===== src/verilog/pint_pkg.sv =====
// shared constants and types of the pin interrupt and pattern match unit
package pint_pkg;

    // ------------------------------------------------------------
    // sizes
    // ------------------------------------------------------------
    localparam int NUM_IRQ = 8;
    localparam int COND_W  = 3;
    localparam int SRC_W   = 3;

    // ------------------------------------------------------------
    // register byte offsets
    // ------------------------------------------------------------
    localparam logic [11:0] OFS_SENS     = 12'h000;
    localparam logic [11:0] OFS_UP_EN    = 12'h004;
    localparam logic [11:0] OFS_UP_SET   = 12'h008;
    localparam logic [11:0] OFS_UP_CLR   = 12'h00C;
    localparam logic [11:0] OFS_DN_EN    = 12'h010;
    localparam logic [11:0] OFS_DN_SET   = 12'h014;
    localparam logic [11:0] OFS_DN_CLR   = 12'h018;
    localparam logic [11:0] OFS_RISE     = 12'h01C;
    localparam logic [11:0] OFS_RISE_SET = 12'h020;
    localparam logic [11:0] OFS_FALL     = 12'h024;
    localparam logic [11:0] OFS_FALL_SET = 12'h028;
    localparam logic [11:0] OFS_STATUS   = 12'h02C;
    localparam logic [11:0] OFS_MODE     = 12'h030;
    localparam logic [11:0] OFS_SRC      = 12'h034;
    localparam logic [11:0] OFS_CFG      = 12'h038;
    localparam logic [11:0] OFS_PSEL0    = 12'h040;
    localparam logic [11:0] OFS_STEP     = 12'h004;

    // ------------------------------------------------------------
    // field positions and reset values
    // ------------------------------------------------------------
    localparam int FIELD_LSB   = 8;
    localparam int MODE_BIT    = 0;
    localparam int MATCH_LSB   = 24;
    localparam int TOP_LSB     = 29;
    localparam logic [31:0] RST_CFG = 32'h0000_0000;
    localparam logic [31:0] RST_SRC = 32'h0000_0000;
    localparam logic [7:0]  RST_IRQ = 8'h00;

    typedef enum logic [2:0] {
        COND_HIGH   = 3'h0,
        COND_RISE   = 3'h1,
        COND_FALL   = 3'h2,
        COND_EDGE   = 3'h3,
        COND_LVL_HI = 3'h4,
        COND_LVL_LO = 3'h5,
        COND_NEVER  = 3'h6,
        COND_EVENT  = 3'h7
    } cond_t;

    // lsb of the 3-bit field of slice i in source and config words
    function automatic int field_lsb(input int i);
        return FIELD_LSB + COND_W * i;
    endfunction

endpackage


===== src/verilog/pattern_if.sv =====
// signals between the pin front end and the pattern engine
interface pattern_if;
    logic [7:0]  lvl;
    logic [7:0]  rise;
    logic [7:0]  fall;
    logic        clr;
    logic [31:0] cfg;
    logic [7:0]  match;

    modport engine (input lvl, input rise, input fall, input clr, input cfg, output match);
    modport front  (output lvl, output rise, output fall, output clr, output cfg, input match);
endinterface


===== src/verilog/pin_interrupt_pattern_match.sv =====
// pin interrupt and pattern match unit with apb register slave
//
// Decided for this implementation: the register offsets and the APB register port.
module pin_interrupt_pattern_match
    import pint_pkg::*;
#(
    parameter int PIN_COUNT = 32
)
(
    input  wire logic                 clk_sys_i,
    input  wire logic                 rst_n_i,
    input  wire logic                 ce_i,
    input  wire logic                 psel_i,
    input  wire logic                 penable_i,
    input  wire logic                 pwrite_i,
    input  wire logic [11:0]          paddr_i,
    input  wire logic [31:0]          pwdata_i,
    output logic      [31:0]          prdata_o,
    output logic                      pready_o,
    output logic                      pslverr_o,
    input  wire logic [PIN_COUNT-1:0] pins_i,
    output logic      [NUM_IRQ-1:0]   pin_irq_o
);

    localparam int SEL_W = (PIN_COUNT > 1) ? $clog2(PIN_COUNT) : 1;

    if (PIN_COUNT < 2 || PIN_COUNT > 256)
    begin : g_check
        $error("PIN_COUNT must be 2 to 256");
    end

    logic [PIN_COUNT-1:0] sync1_r;
    logic [PIN_COUNT-1:0] sync2_r;
    logic [SEL_W-1:0]     src_sel_r [NUM_IRQ];
    logic [7:0]           sel_lvl;
    logic [7:0]           prev_r;
    logic [7:0]           rise_ev;
    logic [7:0]           fall_ev;
    logic [7:0]           sens_r;
    logic [7:0]           up_en_r;
    logic [7:0]           dn_en_r;
    logic [7:0]           rise_r;
    logic [7:0]           fall_r;
    logic                 mode_r;
    logic [31:0]          src_r;
    logic [31:0]          cfg_r;
    logic [7:0]           req;
    logic [7:0]           w8;
    logic                 wr;
    logic                 setup;
    logic [31:0]          rdata;
    logic                 hit_ofs;

    pattern_if pm ();

    // ------------------------------------------------------------
    // apb decode
    // ------------------------------------------------------------
    function automatic logic is_psel(input logic [11:0] a, output logic [2:0] n);
        n = 3'h0;
        is_psel = 1'b0;
        for (int k = 0; k < NUM_IRQ; k++)
        begin
            if (a == OFS_PSEL0 + 12'(k) * OFS_STEP)
            begin
                is_psel = 1'b1;
                n = 3'(k);
            end
        end
    endfunction

    function automatic logic wr_to(input logic [11:0] ofs);
        return wr && paddr_i == ofs;
    endfunction

    assign pready_o = ce_i;
    assign wr       = ce_i & psel_i & penable_i & pwrite_i;
    assign setup    = ce_i & psel_i & ~penable_i;
    assign w8       = pwdata_i[7:0];

    // ------------------------------------------------------------
    // pin synchroniser and per-irq edge detect
    // ------------------------------------------------------------
    always_ff @(posedge clk_sys_i)
    begin
        if (!rst_n_i)
        begin
            sync1_r <= '0;
            sync2_r <= '0;
            prev_r  <= 8'h00;
        end
        else if (ce_i)
        begin
            sync1_r <= pins_i;
            sync2_r <= sync1_r;
            prev_r  <= sel_lvl;
        end
    end

    for (genvar n = 0; n < NUM_IRQ; n++)
    begin : g_pin
        assign sel_lvl[n] = sync2_r[src_sel_r[n]];
        assign rise_ev[n] = sel_lvl[n] & ~prev_r[n];
        assign fall_ev[n] = ~sel_lvl[n] & prev_r[n];

        always_ff @(posedge clk_sys_i)
        begin
            if (!rst_n_i)
                src_sel_r[n] <= '0;
            else if (wr && paddr_i == OFS_PSEL0 + 12'(n) * OFS_STEP)
                src_sel_r[n] <= pwdata_i[SEL_W-1:0];
        end

        // slice n input picked among the eight selected pins
        logic [2:0] s;
        assign s = src_r[field_lsb(n) +: SRC_W];
        assign pm.lvl[n]  = sel_lvl[s];
        assign pm.rise[n] = rise_ev[s];
        assign pm.fall[n] = fall_ev[s];
    end

    // ------------------------------------------------------------
    // configuration registers
    // ------------------------------------------------------------
    always_ff @(posedge clk_sys_i)
    begin
        if (!rst_n_i)
        begin
            sens_r <= 8'h00;
            mode_r <= 1'b0;
            src_r  <= RST_SRC;
            cfg_r  <= RST_CFG;
        end
        else
        begin
            if (wr_to(OFS_SENS))
                sens_r <= w8;
            if (wr_to(OFS_MODE))
                mode_r <= pwdata_i[MODE_BIT];
            if (wr_to(OFS_SRC))
                src_r <= {pwdata_i[31:FIELD_LSB], 8'h00};
            if (wr_to(OFS_CFG))
                cfg_r <= {pwdata_i[31:FIELD_LSB], 1'b0, pwdata_i[6:0]};
        end
    end

    assign pm.cfg = cfg_r;
    assign pm.clr = wr_to(OFS_CFG) | wr_to(OFS_SRC);

    // ------------------------------------------------------------
    // enables with set and clear companions
    // ------------------------------------------------------------
    always_ff @(posedge clk_sys_i)
    begin
        if (!rst_n_i)
            up_en_r <= 8'h00;
        else if (wr_to(OFS_UP_SET))
            up_en_r <= up_en_r | w8;
        else if (wr_to(OFS_UP_CLR))
            up_en_r <= up_en_r & ~w8;
    end

    always_ff @(posedge clk_sys_i)
    begin
        if (!rst_n_i)
            dn_en_r <= 8'h00;
        else if (wr_to(OFS_DN_SET))
            dn_en_r <= dn_en_r | w8;
        else if (wr_to(OFS_DN_CLR))
            dn_en_r <= dn_en_r & ~w8;
    end

    // ------------------------------------------------------------
    // edge latches, a fresh edge wins over a clearing write
    // ------------------------------------------------------------
    always_ff @(posedge clk_sys_i)
    begin
        if (!rst_n_i)
        begin
            rise_r <= 8'h00;
            fall_r <= 8'h00;
        end
        else if (ce_i)
        begin
            rise_r <= (rise_r & ~({8{wr_to(OFS_RISE)}} & w8)
                      & ~({8{wr_to(OFS_STATUS)}} & w8 & ~sens_r))
                      | ({8{wr_to(OFS_RISE_SET)}} & w8) | rise_ev;
            fall_r <= (fall_r & ~({8{wr_to(OFS_FALL)}} & w8)
                      & ~({8{wr_to(OFS_STATUS)}} & w8 & ~sens_r))
                      | ({8{wr_to(OFS_FALL_SET)}} & w8) | fall_ev;
        end
    end

    // ------------------------------------------------------------
    // requests and interrupt outputs
    // ------------------------------------------------------------
    always_comb
    begin
        if (mode_r)
            req = pm.match;
        else
            req = (~sens_r & ((rise_r & up_en_r) | (fall_r & dn_en_r)))
                | (sens_r & up_en_r & ~(sel_lvl ^ dn_en_r));
    end

    always_ff @(posedge clk_sys_i)
    begin
        if (!rst_n_i)
            pin_irq_o <= RST_IRQ;
        else if (ce_i)
            pin_irq_o <= req;
    end

    pattern_engine u_engine (
        .clk_sys_i (clk_sys_i),
        .rst_n_i   (rst_n_i),
        .ce_i      (ce_i),
        .pm        (pm.engine)
    );

    // ------------------------------------------------------------
    // read mux, captured in the setup cycle
    // ------------------------------------------------------------
    always_comb
    begin
        logic [2:0] n;
        n = 3'h0;
        hit_ofs = 1'b1;
        rdata = 32'h0000_0000;
        case (paddr_i)
            OFS_SENS:   rdata[7:0] = sens_r;
            OFS_UP_EN:  rdata[7:0] = up_en_r;
            OFS_DN_EN:  rdata[7:0] = dn_en_r;
            OFS_RISE:   rdata[7:0] = rise_r;
            OFS_FALL:   rdata[7:0] = fall_r;
            OFS_STATUS: rdata[7:0] = pin_irq_o;
            OFS_MODE:   rdata = {pm.match, 23'h0, mode_r};
            OFS_SRC:    rdata = src_r;
            OFS_CFG:    rdata = cfg_r;
            OFS_UP_SET, OFS_UP_CLR, OFS_DN_SET, OFS_DN_CLR, OFS_RISE_SET, OFS_FALL_SET:
                rdata = 32'h0000_0000;
            default:
            begin
                hit_ofs = is_psel(paddr_i, n);
                if (hit_ofs)
                    rdata[SEL_W-1:0] = src_sel_r[n];
            end
        endcase
    end

    always_ff @(posedge clk_sys_i)
    begin
        if (!rst_n_i)
        begin
            prdata_o  <= 32'h0000_0000;
            pslverr_o <= 1'b0;
        end
        else if (setup)
        begin
            prdata_o  <= rdata;
            pslverr_o <= ~hit_ofs;
        end
    end

    // ------------------------------------------------------------
    // checks
    // ------------------------------------------------------------
    property p_up_set;
        @(posedge clk_sys_i) disable iff (!rst_n_i)
        wr && paddr_i == OFS_UP_SET && pwdata_i[0] |=> up_en_r[0];
    endproperty
    a_up_set: assert property (p_up_set) else $error("enable set failed");

    property p_up_clr;
        @(posedge clk_sys_i) disable iff (!rst_n_i)
        wr && paddr_i == OFS_UP_CLR && pwdata_i[0] |=> !up_en_r[0];
    endproperty
    a_up_clr: assert property (p_up_clr) else $error("enable clear failed");

    property p_dn_clr;
        @(posedge clk_sys_i) disable iff (!rst_n_i)
        wr && paddr_i == OFS_DN_CLR && !pwdata_i[2] |=> dn_en_r[2] == $past(dn_en_r[2]);
    endproperty
    a_dn_clr: assert property (p_dn_clr) else $error("zero bit changed enable");

    property p_level_req;
        @(posedge clk_sys_i) disable iff (!rst_n_i)
        ce_i && !mode_r && sens_r[1] && up_en_r[1] && sel_lvl[1] == dn_en_r[1] |=> pin_irq_o[1];
    endproperty
    a_level_req: assert property (p_level_req) else $error("level request missing");

    property p_pattern_irq;
        @(posedge clk_sys_i) disable iff (!rst_n_i)
        ce_i && mode_r |=> pin_irq_o == $past(pm.match);
    endproperty
    a_pattern_irq: assert property (p_pattern_irq) else $error("term not routed");

    property p_rise_edge;
        @(posedge clk_sys_i) disable iff (!rst_n_i)
        ce_i && !prev_r[4] && sel_lvl[4] |=> rise_r[4];
    endproperty
    a_rise_edge: assert property (p_rise_edge) else $error("rising edge lost");

    property p_status_clr;
        @(posedge clk_sys_i) disable iff (!rst_n_i)
        wr && paddr_i == OFS_STATUS && pwdata_i[4] && !sens_r[4] && !rise_ev[4] && !fall_ev[4]
        |=> !rise_r[4] && !fall_r[4];
    endproperty
    a_status_clr: assert property (p_status_clr) else $error("status write kept edge");

    property p_sync;
        @(posedge clk_sys_i) disable iff (!rst_n_i)
        ce_i ##1 ce_i |-> sync2_r == $past(sync1_r);
    endproperty
    a_sync: assert property (p_sync) else $error("synchroniser skipped");

endmodule


===== src/verilog/pattern_engine.sv =====
// bit slices and product terms of the pattern match engine
module pattern_engine
    import pint_pkg::*;
(
    input  wire logic  clk_sys_i,
    input  wire logic  rst_n_i,
    input  wire logic  ce_i,
    pattern_if.engine  pm
);

    logic [7:0] rise_seen_r;
    logic [7:0] fall_seen_r;
    logic [7:0] hit;
    logic [7:0] acc;
    logic [7:0] endpt;

    // ------------------------------------------------------------
    // sticky detectors, new edge beats the clearing write
    // ------------------------------------------------------------
    always_ff @(posedge clk_sys_i)
    begin
        if (!rst_n_i)
        begin
            rise_seen_r <= 8'h00;
            fall_seen_r <= 8'h00;
        end
        else if (ce_i)
        begin
            rise_seen_r <= (pm.clr ? 8'h00 : rise_seen_r) | pm.rise;
            fall_seen_r <= (pm.clr ? 8'h00 : fall_seen_r) | pm.fall;
        end
    end

    // top slice ends a term without a bit of its own
    assign endpt = {1'b1, pm.cfg[6:0]};

    // ------------------------------------------------------------
    // slice conditions and running product
    // ------------------------------------------------------------
    for (genvar i = 0; i < NUM_IRQ; i++)
    begin : g_slice
        cond_t cond;
        assign cond = cond_t'(pm.cfg[field_lsb(i) +: COND_W]);
        always_comb
        begin
            case (cond)
                COND_HIGH:   hit[i] = 1'b1;
                COND_RISE:   hit[i] = rise_seen_r[i];
                COND_FALL:   hit[i] = fall_seen_r[i];
                COND_EDGE:   hit[i] = rise_seen_r[i] | fall_seen_r[i];
                COND_LVL_HI: hit[i] = pm.lvl[i];
                COND_LVL_LO: hit[i] = ~pm.lvl[i];
                COND_NEVER:  hit[i] = 1'b0;
                COND_EVENT:  hit[i] = pm.rise[i] | pm.fall[i];
                default:     hit[i] = 1'b0;
            endcase
        end
        if (i == 0)
        begin : g_first
            assign acc[i] = hit[i];
        end
        else
        begin : g_next
            assign acc[i] = hit[i] & (endpt[i-1] | acc[i-1]);
        end
        assign pm.match[i] = acc[i] & endpt[i];
    end

    // ------------------------------------------------------------
    // checks
    // ------------------------------------------------------------
    property p_top_never;
        @(posedge clk_sys_i) disable iff (!rst_n_i)
        pm.cfg[31:29] == 3'h6 |-> !pm.match[7];
    endproperty
    a_top_never: assert property (p_top_never) else $error("never slice matched");

    property p_top_high;
        @(posedge clk_sys_i) disable iff (!rst_n_i)
        pm.cfg[31:29] == 3'h0 && pm.cfg[6] |-> pm.match[7];
    endproperty
    a_top_high: assert property (p_top_high) else $error("constant slice missed");

    property p_sticky_hold;
        @(posedge clk_sys_i) disable iff (!rst_n_i)
        ce_i && rise_seen_r[7] && !pm.clr ##1 !pm.clr [*3] |-> rise_seen_r[7];
    endproperty
    a_sticky_hold: assert property (p_sticky_hold) else $error("sticky edge lost");

    property p_top_event;
        @(posedge clk_sys_i) disable iff (!rst_n_i)
        pm.cfg[31:29] == 3'h7 && pm.cfg[6] |-> pm.match[7] == (pm.rise[7] || pm.fall[7]);
    endproperty
    a_top_event: assert property (p_top_event) else $error("event slice wrong");

    property p_top_level;
        @(posedge clk_sys_i) disable iff (!rst_n_i)
        pm.cfg[31:30] == 2'b10 && pm.cfg[6] |-> pm.match[7] == (pm.lvl[7] ^ pm.cfg[29]);
    endproperty
    a_top_level: assert property (p_top_level) else $error("level slice wrong");

endmodule


===== config.mk =====
export PLATFORM = sky130hd
export DESIGN_NAME = pin_interrupt_pattern_match
export DESIGN_NICKNAME = d
export VERILOG_FILES = /design/src/verilog/pint_pkg.sv /design/src/verilog/pattern_if.sv /design/src/verilog/pin_interrupt_pattern_match.sv /design/src/verilog/pattern_engine.sv
export SDC_FILE = /design/constraint.sdc
export NUM_CORES = 1
export LEC_CHECK = 0
export BUFFER_PORTS_ARGS = -buffer_cell sky130_fd_sc_hd__buf_2
export CAP_MARGIN = 20
export CELL_PAD_IN_SITES_DETAIL_PLACEMENT = 1
export CELL_PAD_IN_SITES_GLOBAL_PLACEMENT = 2
export CORE_MARGIN = 2
export CORE_UTILIZATION = 40
export CTS_CLUSTER_SIZE = 8
export DETAILED_ROUTE_END_ITERATION = 8
export PLACE_DENSITY = 0.95
export SLEW_MARGIN = 20
export SYNTH_ARGS = -nofsm -noshare
export SYNTH_HDL_FRONTEND = slang
export SYNTH_SLANG_ARGS = --single-unit

===== constraint.sdc =====
create_clock -name clk_sys_i -period 9.6 [get_ports clk_sys_i]
set_input_delay 1.44 -clock clk_sys_i [delete_from_list [all_inputs] [get_ports clk_sys_i]]
set_output_delay 1.44 -clock clk_sys_i [all_outputs]
set_load 0.02 [all_outputs]

### Yosys cells after proc, flatten, opt, wreduce, memory -nomap -nowiden

Memories as Yosys holds them, arrays and structs flattened.
Cells that the tools add are included.

* memories kept: 1
* bits of input ports: 82
* register bits after elaboration: 225
* RAM bits: 40
* logic and storage cells: 405

* eq/ne operators: 78
* bitwise gates (word level): 126
* multiplexer cells: 134
* reduce and logical (&&, ||, !) cells: 34
* order comparisons: 16

Memories
* src_sel_r: depth 8, bits a word 5, rd ports 9, clocked after memory_dff 0, write ports 8, RTL line pin_interrupt_pattern_match.sv:34 `logic [SEL_W-1:0] src_sel_r [NUM_IRQ];`

Operators by type and width (count)
* $and A8 B8 Y8: 17
* $eq A12 B7 Y1 const B: 8
* $eq A3 B3 Y1 const B: 32
* $eq A12 B6 Y1 const B: 7
* $or A8 B8 Y8: 10
* $bmux W1 S3: 24
* $pmux W24 S3: 1
* $mux W1: 68
* $pmux W1 S8: 8
* $mux W8: 7
* $eq A12 B5 Y1 const B: 4
* $eq A3 B2 Y1 const B: 16
* $lt A5 B6 Y1 const B: 8
* $not A8 Y8: 6
* $mux W5: 9
* $pmux W5 S9: 1
* $bmux W1 S5: 8
* $and A1 B1 Y1: 34
* $lt A3 B4 Y1 const B: 8
* $or A1 B1 Y1: 32
* $not A1 Y1: 26
* $eq A12 B4 Y1 const B: 2
* $eq A3 B1 Y1 const B: 8
* $logic_not A3 Y1: 8
* 9 further kinds: 36

### Logic depth before layout (Yosys ltp)

Gate-level depths: netlist (run 1).
An unclocked memory read counts as a cell.

* word-level depth: 24
* gate-level depth with buffers: 16
* depth with buffers taken out: 12

### Cells and area by module

From an unflattened synthesis (run 1), not the netlist that was laid out.

* cells, all modules: 1852
* area total of the unflattened synthesis: 16404.5 sq um

Modules (own cells, without submodules)
* pin_interrupt_pattern_match: area an instance 15234.6 sq um, cells an instance 1704, instances 1, seq. area each 5385.2 sq um
* pattern_engine: area an instance 1169.9 sq um, cells an instance 148, instances 1, seq. area each 320.3 sq um

### Worst setup path before layout (run 1)

No wires, ideal clock.

* kind: input-to-reg
* from: input port paddr_i[11]
* to: register prdata_o[0]
* path slack: 5468 ps
* required time: 9471 ps
* stages on the path: 10
* arrival time: 4003 ps
* cells stage by stage: or4_1 -> clkbuf_1 -> or4b_1 -> nor3_1 -> nand2_2 -> mux4_2 -> mux2i_1 -> nor2_1 -> a2111oi_0 -> nor2_1

* cells in the longest elaborated chain, start to end: 12

Ends and longest elaborated chain
* from (decl): RTL line pin_interrupt_pattern_match.sv:16 `input wire logic [11:0] paddr_i,`
* $eq A12 B7 Y1: RTL line pin_interrupt_pattern_match.sv:64 `if (a == OFS_PSEL0 + 12'(k) * OFS_STEP)`
* $mux W1: RTL line pin_interrupt_pattern_match.sv:64
* $mux W3 / $mux W1 (equally long branches) (6 in series): RTL line pin_interrupt_pattern_match.sv:64
* $mux W3 / $mux W1 (equally long branches): RTL line pin_interrupt_pattern_match.sv:230, pin_interrupt_pattern_match.sv:64
* $mem_v2 Z8 W5 / $mux W1 (equally long branches)
* $mux W5: RTL line pin_interrupt_pattern_match.sv:245 `if (hit_ofs)`
* $pmux W5 S9 (*): RTL line pin_interrupt_pattern_match.sv:230 `case (paddr_i)`
* to (signal assigned): RTL line pin_interrupt_pattern_match.sv:260 `prdata_o <= rdata;`
* to (decl): RTL line pin_interrupt_pattern_match.sv:18 `output logic [31:0] prdata_o,`

Mark *: on every way between the ends. The rest lies on a longest branch, timed or not. The select of a mux whose other input is x is not followed.
A chain may end at the register's enable or synchronous reset.

==> qor.csv, run 1 <==
stage,metric,value,unit
run_status,outcome,completed,
power_and_ir_drop,LEAKAGE,0.00666,µW
global_route,antenna violations before repair,2,
sta,crit path time final,4.82,ns
layout,Layout fillers,4769,
routing,DRT Pass-1 Iters,5,
setup_path,slowest CP cell,edfxtp_1,
setup_path,critical path arrival,5.30,ns
layout,nets,2036,
clock_network,"CTS clk-pin slew, worst paths",0.05,ns
setup_path,crit-path max FO,17,
routing,final wirelength,63800,µm
clock_network,CTS tree,yes,
logic_synthesis,synthesized area,16300,µm²
global_route,first-pass GRT wire length,96200,µm
worst_hold_path,Hold WC Path Type,flip-flop to flip-flop,
routing,Via density,6.42,
sta,Slew @ Worst Pin,1.24,ns
flow_run,# Max-Cap Violations,0,
floorplanning,# IOs,124,
power_and_ir_drop,worst vdd ir,0.109,mV
sta,Slew headroom,16.4,%
logic_synthesis,Mapped Nets,2030,
routing,drt wl/cell,25.6,µm
global_route,grt total ovfl,0,
setup_path,startpoint types,flip-flop,
setup_path,Worst Setup End Kind,flip-flop,
placed_design,hpwl dp,43000,µm
floorplanning,die width,206,µm
logic_synthesis,Async SR Flop Fraction,0,%
global_route,largest net degree at the start of global routing,82,
placed_design,IO Port Bufs,123,
clock_network,# clock sinks,265,
global_route,GRT Total Usage,29.8,%
sta,Final Hold Vio Count,0,
clock_network,Clock Root Buffer,clkbuf_16,
clock_network,Num CTS Buffers,39,
setup_path,Crit Path Category,flip-flop to flip-flop,
layout,area grow syn2layout,9.87,%
logic_synthesis,yosys warns,0,
routing,via count,16000,
setup_path,critical path required time,10.08,ns
clock_network,clk_lat worst skew,0.56,ns
logic_synthesis,post-synth cell types,89,
routing,Routed Antenna Nets,0,
floorplanning,site row count,73,
global_route,vias in the first global route,16000,
logic_synthesis,"Top FF cell, synth",dfxtp_1,
sta,final setup violation count,0,
sta,Fmax,207,MHz
sta,Final Cycle Share,50.2,%
setup_path,delay of the slowest cell on the worst path,0.96,ns
logic_synthesis,sequential area share after synthesis,35.0,%
sta,WHS,0.488,ns
sta,max-slew violation count,0,
clock_network,# resized after CTS,0,
setup_path,worst reg2reg setup slack,4.78,ns
clock_network,CTS H-tree depth,2,
clock_network,post-CTS setup buffer count,0,
logic_synthesis,Post-synth EDFFs,40,
floorplanning,core area,40000,µm²
logic_synthesis,Gate Count Post-Synth,1948,
floorplanning,initial core utilization,40.8,%
logic_synthesis,synthesized flop and latch total,265,
sta,post-route setup TNS,0,ns
layout,layout cells sized above 1,13.3,%
clock_network,clk buf depth,3,
floorplanning,Die Area,42400,µm²
sta,Worst Skew,0.0290,ns
setup_path,worst path cell trace,"mux2i_1, a22oi_1, nand3_1, and4_1, a22oi_1, a311o_1, and4_1, o32ai_1, o32ai_1, a211oi_1, nand2_1, a21oi_1",
routing,DRC viols,0,
placed_design,GP Congestion,0.918,
clock_network,CTS Hold Bufs,0,
floorplanning,die height,206,µm
logic_synthesis,synthesized area per cell,8.37,µm²
power_and_ir_drop,pwr dens,160,nW/µm²
routing,DRT iter0 DRCs,1543,
sta,RSZ-0062 raised after global routing,no,
==> final timing paths <==
path / start / end / cells past startpoint
worst max-delay path: src_sel_r[0][0] / prdata_o[27] / 12
worst min-delay path: flip-flop / flip-flop / 2
worst max register to register: src_sel_r[0][0] / prdata_o[27] / 12
worst min register to register: flip-flop / flip-flop / 2
==> registers in the layout, summed over array words and instances, names as in the netlist, named ones only <==
| signal | cells |
|---|---|
| mode_r | 1 |
| src_sel_r | 40 |
| prev_r | 8 |
| u_engine.fall_seen_r | 8 |
| pslverr_o | 1 |
| prdata_o | 32 |
| rise_r | 8 |
| fall_r | 8 |
| pin_irq_o | 8 |
| sens_r | 8 |
| sync2_r | 32 |
| u_engine.rise_seen_r | 8 |
| cfg_r | 31 |
| sync1_r | 32 |
| src_r | 24 |
==> per-layer routing <==
layer	GRT usage (%)	vias up	part of all wire [%]
met3	6.18	183	8.3
met1	38.5	7961	42
met4	14.1	0	4.1
met2	47.4	768	46
met5	0	-	0
li1	-	7081	-
==> cell usage after synthesis, drive strengths merged (40+ instances only) <==
cell type,number,area [µm²]
o21ai,49,245
nor2,209,790
edfxtp,40,1200
mux2i,203,2030
a21oi,177,890
buf,67,538
a22oi,73,548
nand2,259,982
and2,55,344
clkbuf,112,425
nand3,65,325
dfxtp,225,4500
==> cell type report <==
class | instances | area [µm²] | share of cell area (%)
flip-flops and latches | 265 | 5710 | 31.8
diodes | 1 | 2.50 | 0.0140
well taps | 525 | 657 | 3.67
multi-input cells | 1479 | 9590 | 53.5
clock inverters | 2 | 27.5 | 0.154
repair buffers | 144 | 776 | 4.33
clock buffers | 50 | 1070 | 5.97
inverters | 25 | 98.8 | 0.552
==> stage by stage <==
stage | area, µm² | power [µW] | worst slack (ns) | cells | util (%)
floorplan | 16300 | 1470 | 5.47 | 1948 | -
global placement | 16800 | 1580 | 4.88 | 2438 | 42.0
detailed placement | 16800 | 1590 | 4.77 | 2438 | 42.0
CTS | 17900 | 2870 | 4.92 | 2490 | 44.8
global route | 17900 | 2950 | 4.66 | 2491 | 44.8
finish | 17900 | 2860 | 4.78 | 2491 | 44.8
==> cell usage in the layout, fill, tap and decap left out, types with 10 or more instances in the layout <==
cell type	count
a22oi_1	73
or2_2	10
buf_4	22
nand4_1	13
nand3_1	65
a21oi_1	176
nand2_1	254
o21ai_0	45
nand2b_1	25
o22ai_1	24
nor2b_1	24
inv_1	23
a31oi_1	11
mux4_2	28
nand3b_1	16
buf_2	122
edfxtp_1	40
clkbuf_16	41
dfxtp_1	225
nor2_1	205
mux2i_1	203
and2_1	55
a221oi_1	29
and4_1	10
a211oi_1	18
nor3_1	26
==> critical path, delay by kind of cell, from the launching register on <==
kind / cells / cell delay (ns)
DFF: 1 / 0.96
and+or+nand+nor: 4 / 1.35
muxes: 1 / 0.27
AOI/OAI and AO/OA: 7 / 2.14
==> power breakdown <==
group	internal, µW	total [µW]	switching, µW
clock	771	1280	511
combinational	128	342	214
sequential	1170	1240	71.6
total	2070	2860	797
==> cell families (layout without fill, tap and decap cells) <==
logic type	Yosys count	count (layout)	share of synthesized area (%)
XOR/XNOR	2	2	0.107
flip-flops	265	265	35.0
multiplexers	240	240	16.9
AO/OA/AOI/OAI	481	481	19.8
other	0	1	0
AND/OR/NAND/NOR	756	756	21.7
buffers and inverters	204	221	6.48
(Power assumes the default switching activity.)
==> run 2, diff against run 1 <==
Settings changed: ABC_AREA from default to 1, CORE_UTILIZATION 40 to 30, PLACE_DENSITY 0.95 to 0.85.
Clock period 9.6 ns to 3.9 ns, I/O delays scaled along.
==> qor.csv, run 2 <==
stage,metric,value,unit,change
worst_hold_path,Hold WC Path Type,input pin to flip-flop,,was flip-flop to flip-flop
global_route,antenna violations before repair,1,,was 2
logic_synthesis,sequential area share after synthesis,34.5,%,was 35.0%
clock_network,clk buf depth,3,,unchanged
placed_design,hpwl dp,53200,µm,"was 43,000 µm"
setup_path,worst reg2reg setup slack,0.25,ns,was 4.78 ns
flow_run,# Max-Cap Violations,0,,unchanged
setup_path,crit-path max FO,17,,unchanged
setup_path,reg2reg start,src_sel_r[4][0],,was src_sel_r[0][0]
floorplanning,initial core utilization,30.2,%,was 40.8%
sta,max-slew violation count,0,,unchanged
floorplanning,core area,54900,µm²,"was 40,000 µm²"
global_route,GRT Total Usage,26.0,%,was 29.8%
sta,Slew headroom,27.1,%,was 16.4%
floorplanning,Die Area,57100,µm²,"was 42,400 µm²"
layout,flip-flop count of the largest register after layout,40,,unchanged
routing,DRT Pass-1 Iters,5,,unchanged
sta,WHS,0.250,ns,was 0.488 ns
logic_synthesis,Async SR Flop Fraction,0,%,unchanged
setup_path,CP startpoint,src_sel_r[4][0],,was src_sel_r[0][0]
clock_network,Clock Root Buffer,clkbuf_16,,unchanged
global_route,grt total ovfl,0,,unchanged
logic_synthesis,biggest area consumer among synthesized cells,dfxtp_1,,unchanged
logic_synthesis,yosys warns,0,,unchanged
floorplanning,# IOs,124,,unchanged
clock_network,clk_lat worst skew,0.56,ns,about the same
sta,Slew @ Worst Pin,1.09,ns,was 1.24 ns
clock_network,CTS H-tree depth,2,,unchanged
setup_path,critical path required time,4.39,ns,was 10.08 ns
global_route,met1 global-route usage,32.4,%,was 38.5%
layout,Antenna Cells,0,,was 1
setup_path,R2R Path End,prdata_o[30],,was prdata_o[27]
logic_synthesis,synthesized area,16600,µm²,"was 16,300 µm²"
power_and_ir_drop,pwr dens,384,nW/µm²,was 160 nW/µm²
global_route,vias in the first global route,19200,,"was 16,000"
setup_path,startpoint types,flip-flop,,unchanged
sta,Fmax,274,MHz,was 207 MHz
routing,final wirelength,75600,µm,"was 63,800 µm"
routing,Via density,5.65,,was 6.42
logic_synthesis,top cell type's share of synthesized area,27.2,%,was 27.6%
power_and_ir_drop,LEAKAGE,0.00779,µW,was 0.00666 µW
logic_synthesis,post-synth cell types,54,,was 89
sta,crit path time final,3.65,ns,was 4.82 ns
logic_synthesis,synthesized flop and latch total,265,,unchanged
routing,via count,19300,,"was 16,000"
clock_network,CTS tree,yes,,unchanged
layout,layout cells sized above 1,14.9,%,was 13.3%
sta,final setup violation count,0,,unchanged
sta,Final Cycle Share,93.7,%,was 50.2%
layout,"commonest cells after routing, fill and taps aside","nand2_1, o21ai_0, nand3_1",,"was nand2_1, dfxtp_1, nor2_1"
routing,DRC viols,0,,unchanged
logic_synthesis,most frequent cell after synthesis,nand2_1,,unchanged
layout,area grow syn2layout,17.6,%,was 9.87%
logic_synthesis,synthesized area per cell,6.47,µm²,was 8.37 µm²
global_route,GRT met3 Usage,3.16,%,was 6.18%
logic_synthesis,"Top FF cell, synth",dfxtp_1,,unchanged
setup_path,Crit Path Category,flip-flop to flip-flop,,unchanged
worst_hold_path,hold wc startpoint,pins_i[1],,
sta,Worst Skew,0.0176,ns,was 0.0290 ns
global_route,grt met2 use,44.1,%,was 47.4%
clock_network,Num CTS Buffers,40,,was 39
layout,nets,2779,,"was 2,036"
sta,Final Hold Vio Count,0,,unchanged
setup_path,delay of the slowest cell on the worst path,0.54,ns,was 0.96 ns
layout,"commonest non-fill, non-tap cell in the layout",nand2_1,,unchanged
power_and_ir_drop,Pwr Total,7480,µW,was 2860 µW
worst_hold_path,hold path cells,3,,was 2
setup_path,Worst Setup End Kind,flip-flop,,unchanged
global_route,first-pass GRT wire length,115000,µm,"was 96,200 µm"
clock_network,"CTS clk-pin slew, worst paths",0.05,ns,about the same
worst_hold_path,end of the worst hold path,sync1_r[1],,
setup_path,Reg2Reg Depth,28,,was 12
logic_synthesis,largest cells by area after synthesis,"dfxtp_1, nand2_1, o21ai_0, nand3_1, edfxtp_1",,"was dfxtp_1, mux2i_1, edfxtp_1, nand2_1, a21oi_1"
logic_synthesis,most frequent cells after synthesis,"nand2_1, o21ai_0, nand3_1",,"was nand2_1, dfxtp_1, nor2_1"
layout,Layout fillers,7085,,"was 4,769"
global_route,GR peak layer,met2,,unchanged
layout,Top reg by flops,src_sel_r,,unchanged
global_route,largest net degree at the start of global routing,92,,was 82
routing,Routed Antenna Nets,0,,unchanged
routing,DRT iter0 DRCs,1667,,"was 1,543"
logic_synthesis,Gate Count Post-Synth,2560,,"was 1,948"
setup_path,slowest CP cell,edfxtp_1,,unchanged
logic_synthesis,Mapped Nets,2642,,"was 2,030"
placed_design,IO Port Bufs,123,,unchanged
layout,Sequential Area,5710,µm²,unchanged
run_status,outcome,completed,,unchanged
routing,drt wl/cell,22.1,µm,was 25.6 µm
layout,footprint of the multi-input gates,9150,µm²,was 9590 µm²
floorplanning,die width,239,µm,was 206 µm
power_and_ir_drop,worst vdd ir,0.287,mV,was 0.109 mV
logic_synthesis,Post-synth EDFFs,40,,unchanged
floorplanning,die height,239,µm,was 206 µm
placed_design,GP Congestion,0.951,,was 0.918
setup_path,critical path arrival,4.14,ns,was 5.30 ns
clock_network,# clock sinks,265,,unchanged
floorplanning,site row count,86,,was 73
## run 2: metal layers
layer,vias to the layer above,wire [µm]
li1,8906,-
met4,0,3940
met5,-,0
met1,9433,31300
met3,236,4490
met2,731,35900
## run 2: cells by family after synthesis
group | Yosys count | synth area share, %
compound gates | 673 | 22.3
flops | 265 | 34.5
buf+inv | 392 | 10.5
simple gates | 1229 | 32.7
mux | 1 | 0.0680
## run 2: where the power goes
part | internal, µW | switching, µW | leakage [µW] | total, µW
clock | 2000 | 1320 | 0.000566 | 3320
sequential | 2880 | 95.8 | 0.00221 | 2970
combinational | 375 | 807 | 0.00501 | 1180
total | 5260 | 2220 | 0.00779 | 7480
## run 2: worst max path at each step
stage                   end  slack (ns)  depth (start not counted)
2_1_floorplan  prdata_o[31]        1.10                         35
3_3_place_gp   pin_irq_o[7]        0.15                         26
3_5_place_dp   prdata_o[30]        0.07                         32
4_1_cts        prdata_o[30]        0.02                         32
5_1_grt        prdata_o[30]       -0.04                         28
6_report       prdata_o[30]        0.25                         28
## run 2: per-stage QoR
stage	cell area [µm²]	utilization (%)	setup WS (ns)	instances	TNS, ns
3_3_place_gp	17900	32.7	0.151	3316	0
6_report	19500	35.5	0.247	3415	0
2_1_floorplan	16600	-	1.10	2560	0
4_1_cts	19100	34.8	0.0247	3372	0
3_5_place_dp	17900	32.7	0.0695	3316	0
5_1_grt	19500	35.5	-0.0371	3415	-0.0961
## run 2: worst max-delay path: cells and delay by family (launching register included)
kind | cells | cell delay, ns
buffers and inverters | 2 | 0.47
flip-flops | 1 | 0.54
AND/OR/NAND/NOR | 24 | 2.28
AO/OA/AOI/OAI | 2 | 0.24
## run 2: cell type report
| type | count | area share, % |
|---|---|---|
| Inverter | 222 | 4.43 |
| Clock inverter | 4 | 0.385 |
| Timing Repair Buffer | 264 | 8.78 |
| Tap cell | 704 | 4.52 |
| Multi-Input combinational cell | 1903 | 47.0 |
| Sequential cell | 265 | 29.3 |
| Clock buffer | 52 | 5.58 |
| Timing Repair inverter | 1 | 0.0257 |
## run 2: repair_timing
action                                  4_1_cts  5_1_grt
setup buffers                                 0       42
endpoints found under the setup margin        0        8
hold buffers                                  0        0
gates resized for setup                       0       14
==> run 3, diff against run 2 <==
Settings changed: CELL_PAD_IN_SITES_DETAIL_PLACEMENT 1 to 2.
==> qor.csv, run 3 (synthesized netlist as in run 2, its figures left out) <==
stage,metric,value,unit,change
setup_path,startpoint types,flip-flop,,unchanged
routing,Routed Antenna Nets,0,,unchanged
sta,Slew headroom,5.36,%,was 27.1%
clock_network,CTS H-tree depth,2,,unchanged
clock_network,CTS Hold Bufs,0,,unchanged
layout,Top reg by flops,src_sel_r,,unchanged
global_route,antenna violations before repair,3,,was 1
setup_path,Worst Setup End Kind,flip-flop,,unchanged
setup_path,crit-path max FO,7,,was 17
floorplanning,Die Area,57100,µm²,unchanged
floorplanning,# IOs,124,,unchanged
setup_path,worst reg2reg setup slack,-0.48,ns,was 0.25 ns
setup_path,Crit Path Category,flip-flop to flip-flop,,unchanged
routing,DRT Pass-1 Iters,6,,was 5
clock_network,Clock Root Buffer,clkbuf_16,,unchanged
clock_network,CTS tree,yes,,unchanged
layout,nets,2814,,"was 2,779"
power_and_ir_drop,worst vdd ir,0.248,mV,was 0.287 mV
clock_network,"CTS clk-pin slew, worst paths",0.06,ns,was 0.05 ns
sta,Final Hold Vio Count,0,,unchanged
floorplanning,site row count,86,,unchanged
run_status,failing checks,negative setup slack,,
routing,via count,21500,,"was 19,300"
worst_hold_path,Hold WC Path Type,input pin to flip-flop,,unchanged
global_route,largest net degree at the start of global routing,92,,unchanged
clock_network,clk_lat worst skew,0.60,ns,was 0.56 ns
layout,Final Instance Count excl. Fillers,3448,,"was 3,415"
layout,"commonest non-fill, non-tap cell in the layout",nand2_1,,unchanged
placed_design,placed cell area,17900,µm²,unchanged
layout,flip-flop count of the largest register after layout,40,,unchanged
layout,design area,19900,µm²,"was 19,500 µm²"
sta,Setup WS post-layout,-0.480,ns,was 0.247 ns
routing,Via density,6.23,,was 5.65
setup_path,delay of the slowest cell on the worst path,0.38,ns,was 0.54 ns
clock_network,# clock sinks,265,,unchanged
global_route,GRT met3 Usage,6.00,%,was 3.16%
placed_design,hpwl dp,60000,µm,"was 53,200 µm"
flow_run,# Max-Cap Violations,0,,unchanged
setup_path,slowest CP cell,edfxtp_1,,unchanged
global_route,GR peak layer,met2,,unchanged
placed_design,GP Congestion,0.951,,unchanged
placed_design,IO Port Bufs,123,,unchanged
sta,Slew @ Worst Pin,1.40,ns,was 1.09 ns
placed_design,Cells after DPL,3316,,unchanged
floorplanning,initial core utilization,30.2,%,unchanged
global_route,grt met2 use,52.7,%,was 44.1%
sta,Final Cycle Share,112,%,was 93.7%
global_route,grt total ovfl,0,,unchanged
global_route,first-pass GRT wire length,134000,µm,"was 115,000 µm"
layout,Layout fillers,6561,,"was 7,085"
global_route,GRT Total Usage,30.5,%,was 26.0%
sta,max-slew violation count,0,,unchanged
routing,DRC viols,0,,unchanged
routing,final wirelength,102000,µm,"was 75,600 µm"
routing,DRT iter0 DRCs,1906,,"was 1,667"
global_route,vias in the first global route,21900,,"was 19,200"
setup_path,Worst path most repeated cell,nand2_2,,
floorplanning,core area,54900,µm²,unchanged
routing,drt wl/cell,29.5,µm,was 22.1 µm
clock_network,Num CTS Buffers,39,,was 40
run_status,outcome,"complete, but fails checks",,was completed
layout,Final Core Density,36.3,%,was 35.5%
setup_path,Reg2Reg Depth,32,,was 28
layout,Antenna Cells,0,,unchanged
setup_path,critical path required time,4.32,ns,was 4.39 ns
worst_hold_path,hold path cells,3,,unchanged
clock_network,clk buf depth,3,,unchanged
setup_path,critical path arrival,4.80,ns,was 4.14 ns
floorplanning,die height,239,µm,unchanged
global_route,met1 global-route usage,35.0,%,was 32.4%
sta,final setup violation count,12,,was 0
floorplanning,die width,239,µm,unchanged
sta,Fmax,228,MHz,was 274 MHz
sta,Worst Skew,0.0387,ns,was 0.0176 ns
layout,area grow syn2layout,20.2,%,was 17.6%
power_and_ir_drop,pwr dens,390,nW/µm²,was 384 nW/µm²
sta,crit path time final,4.38,ns,was 3.65 ns
layout,layout cells sized above 1,16.6,%,was 14.9%
layout,"commonest cells after routing, fill and taps aside","nand2_1, o21ai_0, nand3_1",,unchanged
power_and_ir_drop,LEAKAGE,0.00799,µW,was 0.00779 µW
run 3: cell count changes in the layout (fill, tap and decap cells not counted), sizes merged:
cell          delta
buf             +32
clkinv           +5
clkbuf           -2
inv              -2
bufinv           -1
dlymetal6s2s     +1
run 3: worst paths after layout:
path / startpoint / end
setup reg to reg: src_sel_r[3][0] / pin_irq_o[7]
hold reg to reg: prdata_o[29] / prdata_o[29]
hold / removal: pins_i[18] / sync1_r[18]
setup / recovery: src_sel_r[3][0] / pin_irq_o[7]
run 3: cell type report:
type | count | area [µm²] | area share [%]
Timing Repair inverter | 6 | 31.3 | 0.157
Sequential cell | 265 | 5710 | 28.7
Multi-Input combinational cell | 1903 | 9350 | 47.0
Inverter | 222 | 881 | 4.43
Timing Repair Buffer | 295 | 1990 | 9.98
Clock inverter | 1 | 5.00 | 0.0251
Tap cell | 704 | 881 | 4.43
Clock buffer | 52 | 1070 | 5.36
run 3: per-stage QoR:
| step | setup TNS (ns) | power, µW | setup slack, ns | hold WS (ns) |
|---|---|---|---|---|
| CTS | 0 | 7430 | 0.000616 | 0.249 |
| global placement | 0 | 4100 | 0.151 | 0.451 |
| detailed placement | -0.168 | 4170 | -0.0619 | 0.458 |
| global route | -4.52 | 7920 | -0.604 | 0.260 |
| floorplan | 0 | 3680 | 1.10 | 0.445 |
| finish | -3.18 | 7760 | -0.480 | 0.238 |
run 3: repair_timing:
item | in CTS | in global routing
endpoints found under the setup margin | 4 | 8
resized for setup | 2 | 70
buffers inserted | 8 | 63
gates cloned | 0 | 7
pin swaps | 0 | 20
run 3: power by group:
part	leakage (µW)	total [µW]	internal (µW)	switching [µW]
logic	0.00525	1430	430	1000
registers	0.00221	2990	2880	115
clock network	0.000522	3340	1880	1460
total	0.00799	7760	5190	2570
run 3: critical path: cells and delay by family, from the launching register on:
| kind | cells | cell delay [ns] |
|---|---|---|
| DFF | 1 | 0.38 |
| buffers and inverters | 3 | 0.44 |
| AOI/OAI and AO/OA | 1 | 0.07 |
| and+or+nand+nor | 28 | 3.30 |
run 3: layer usage:
layer / vias to the layer above / wire length (µm)
met1: 10700 / 37300
met2: 1238 / 48100
met3: 528 / 8240
met5: - / 23
li1: 8968 / -
met4: 4 / 8110
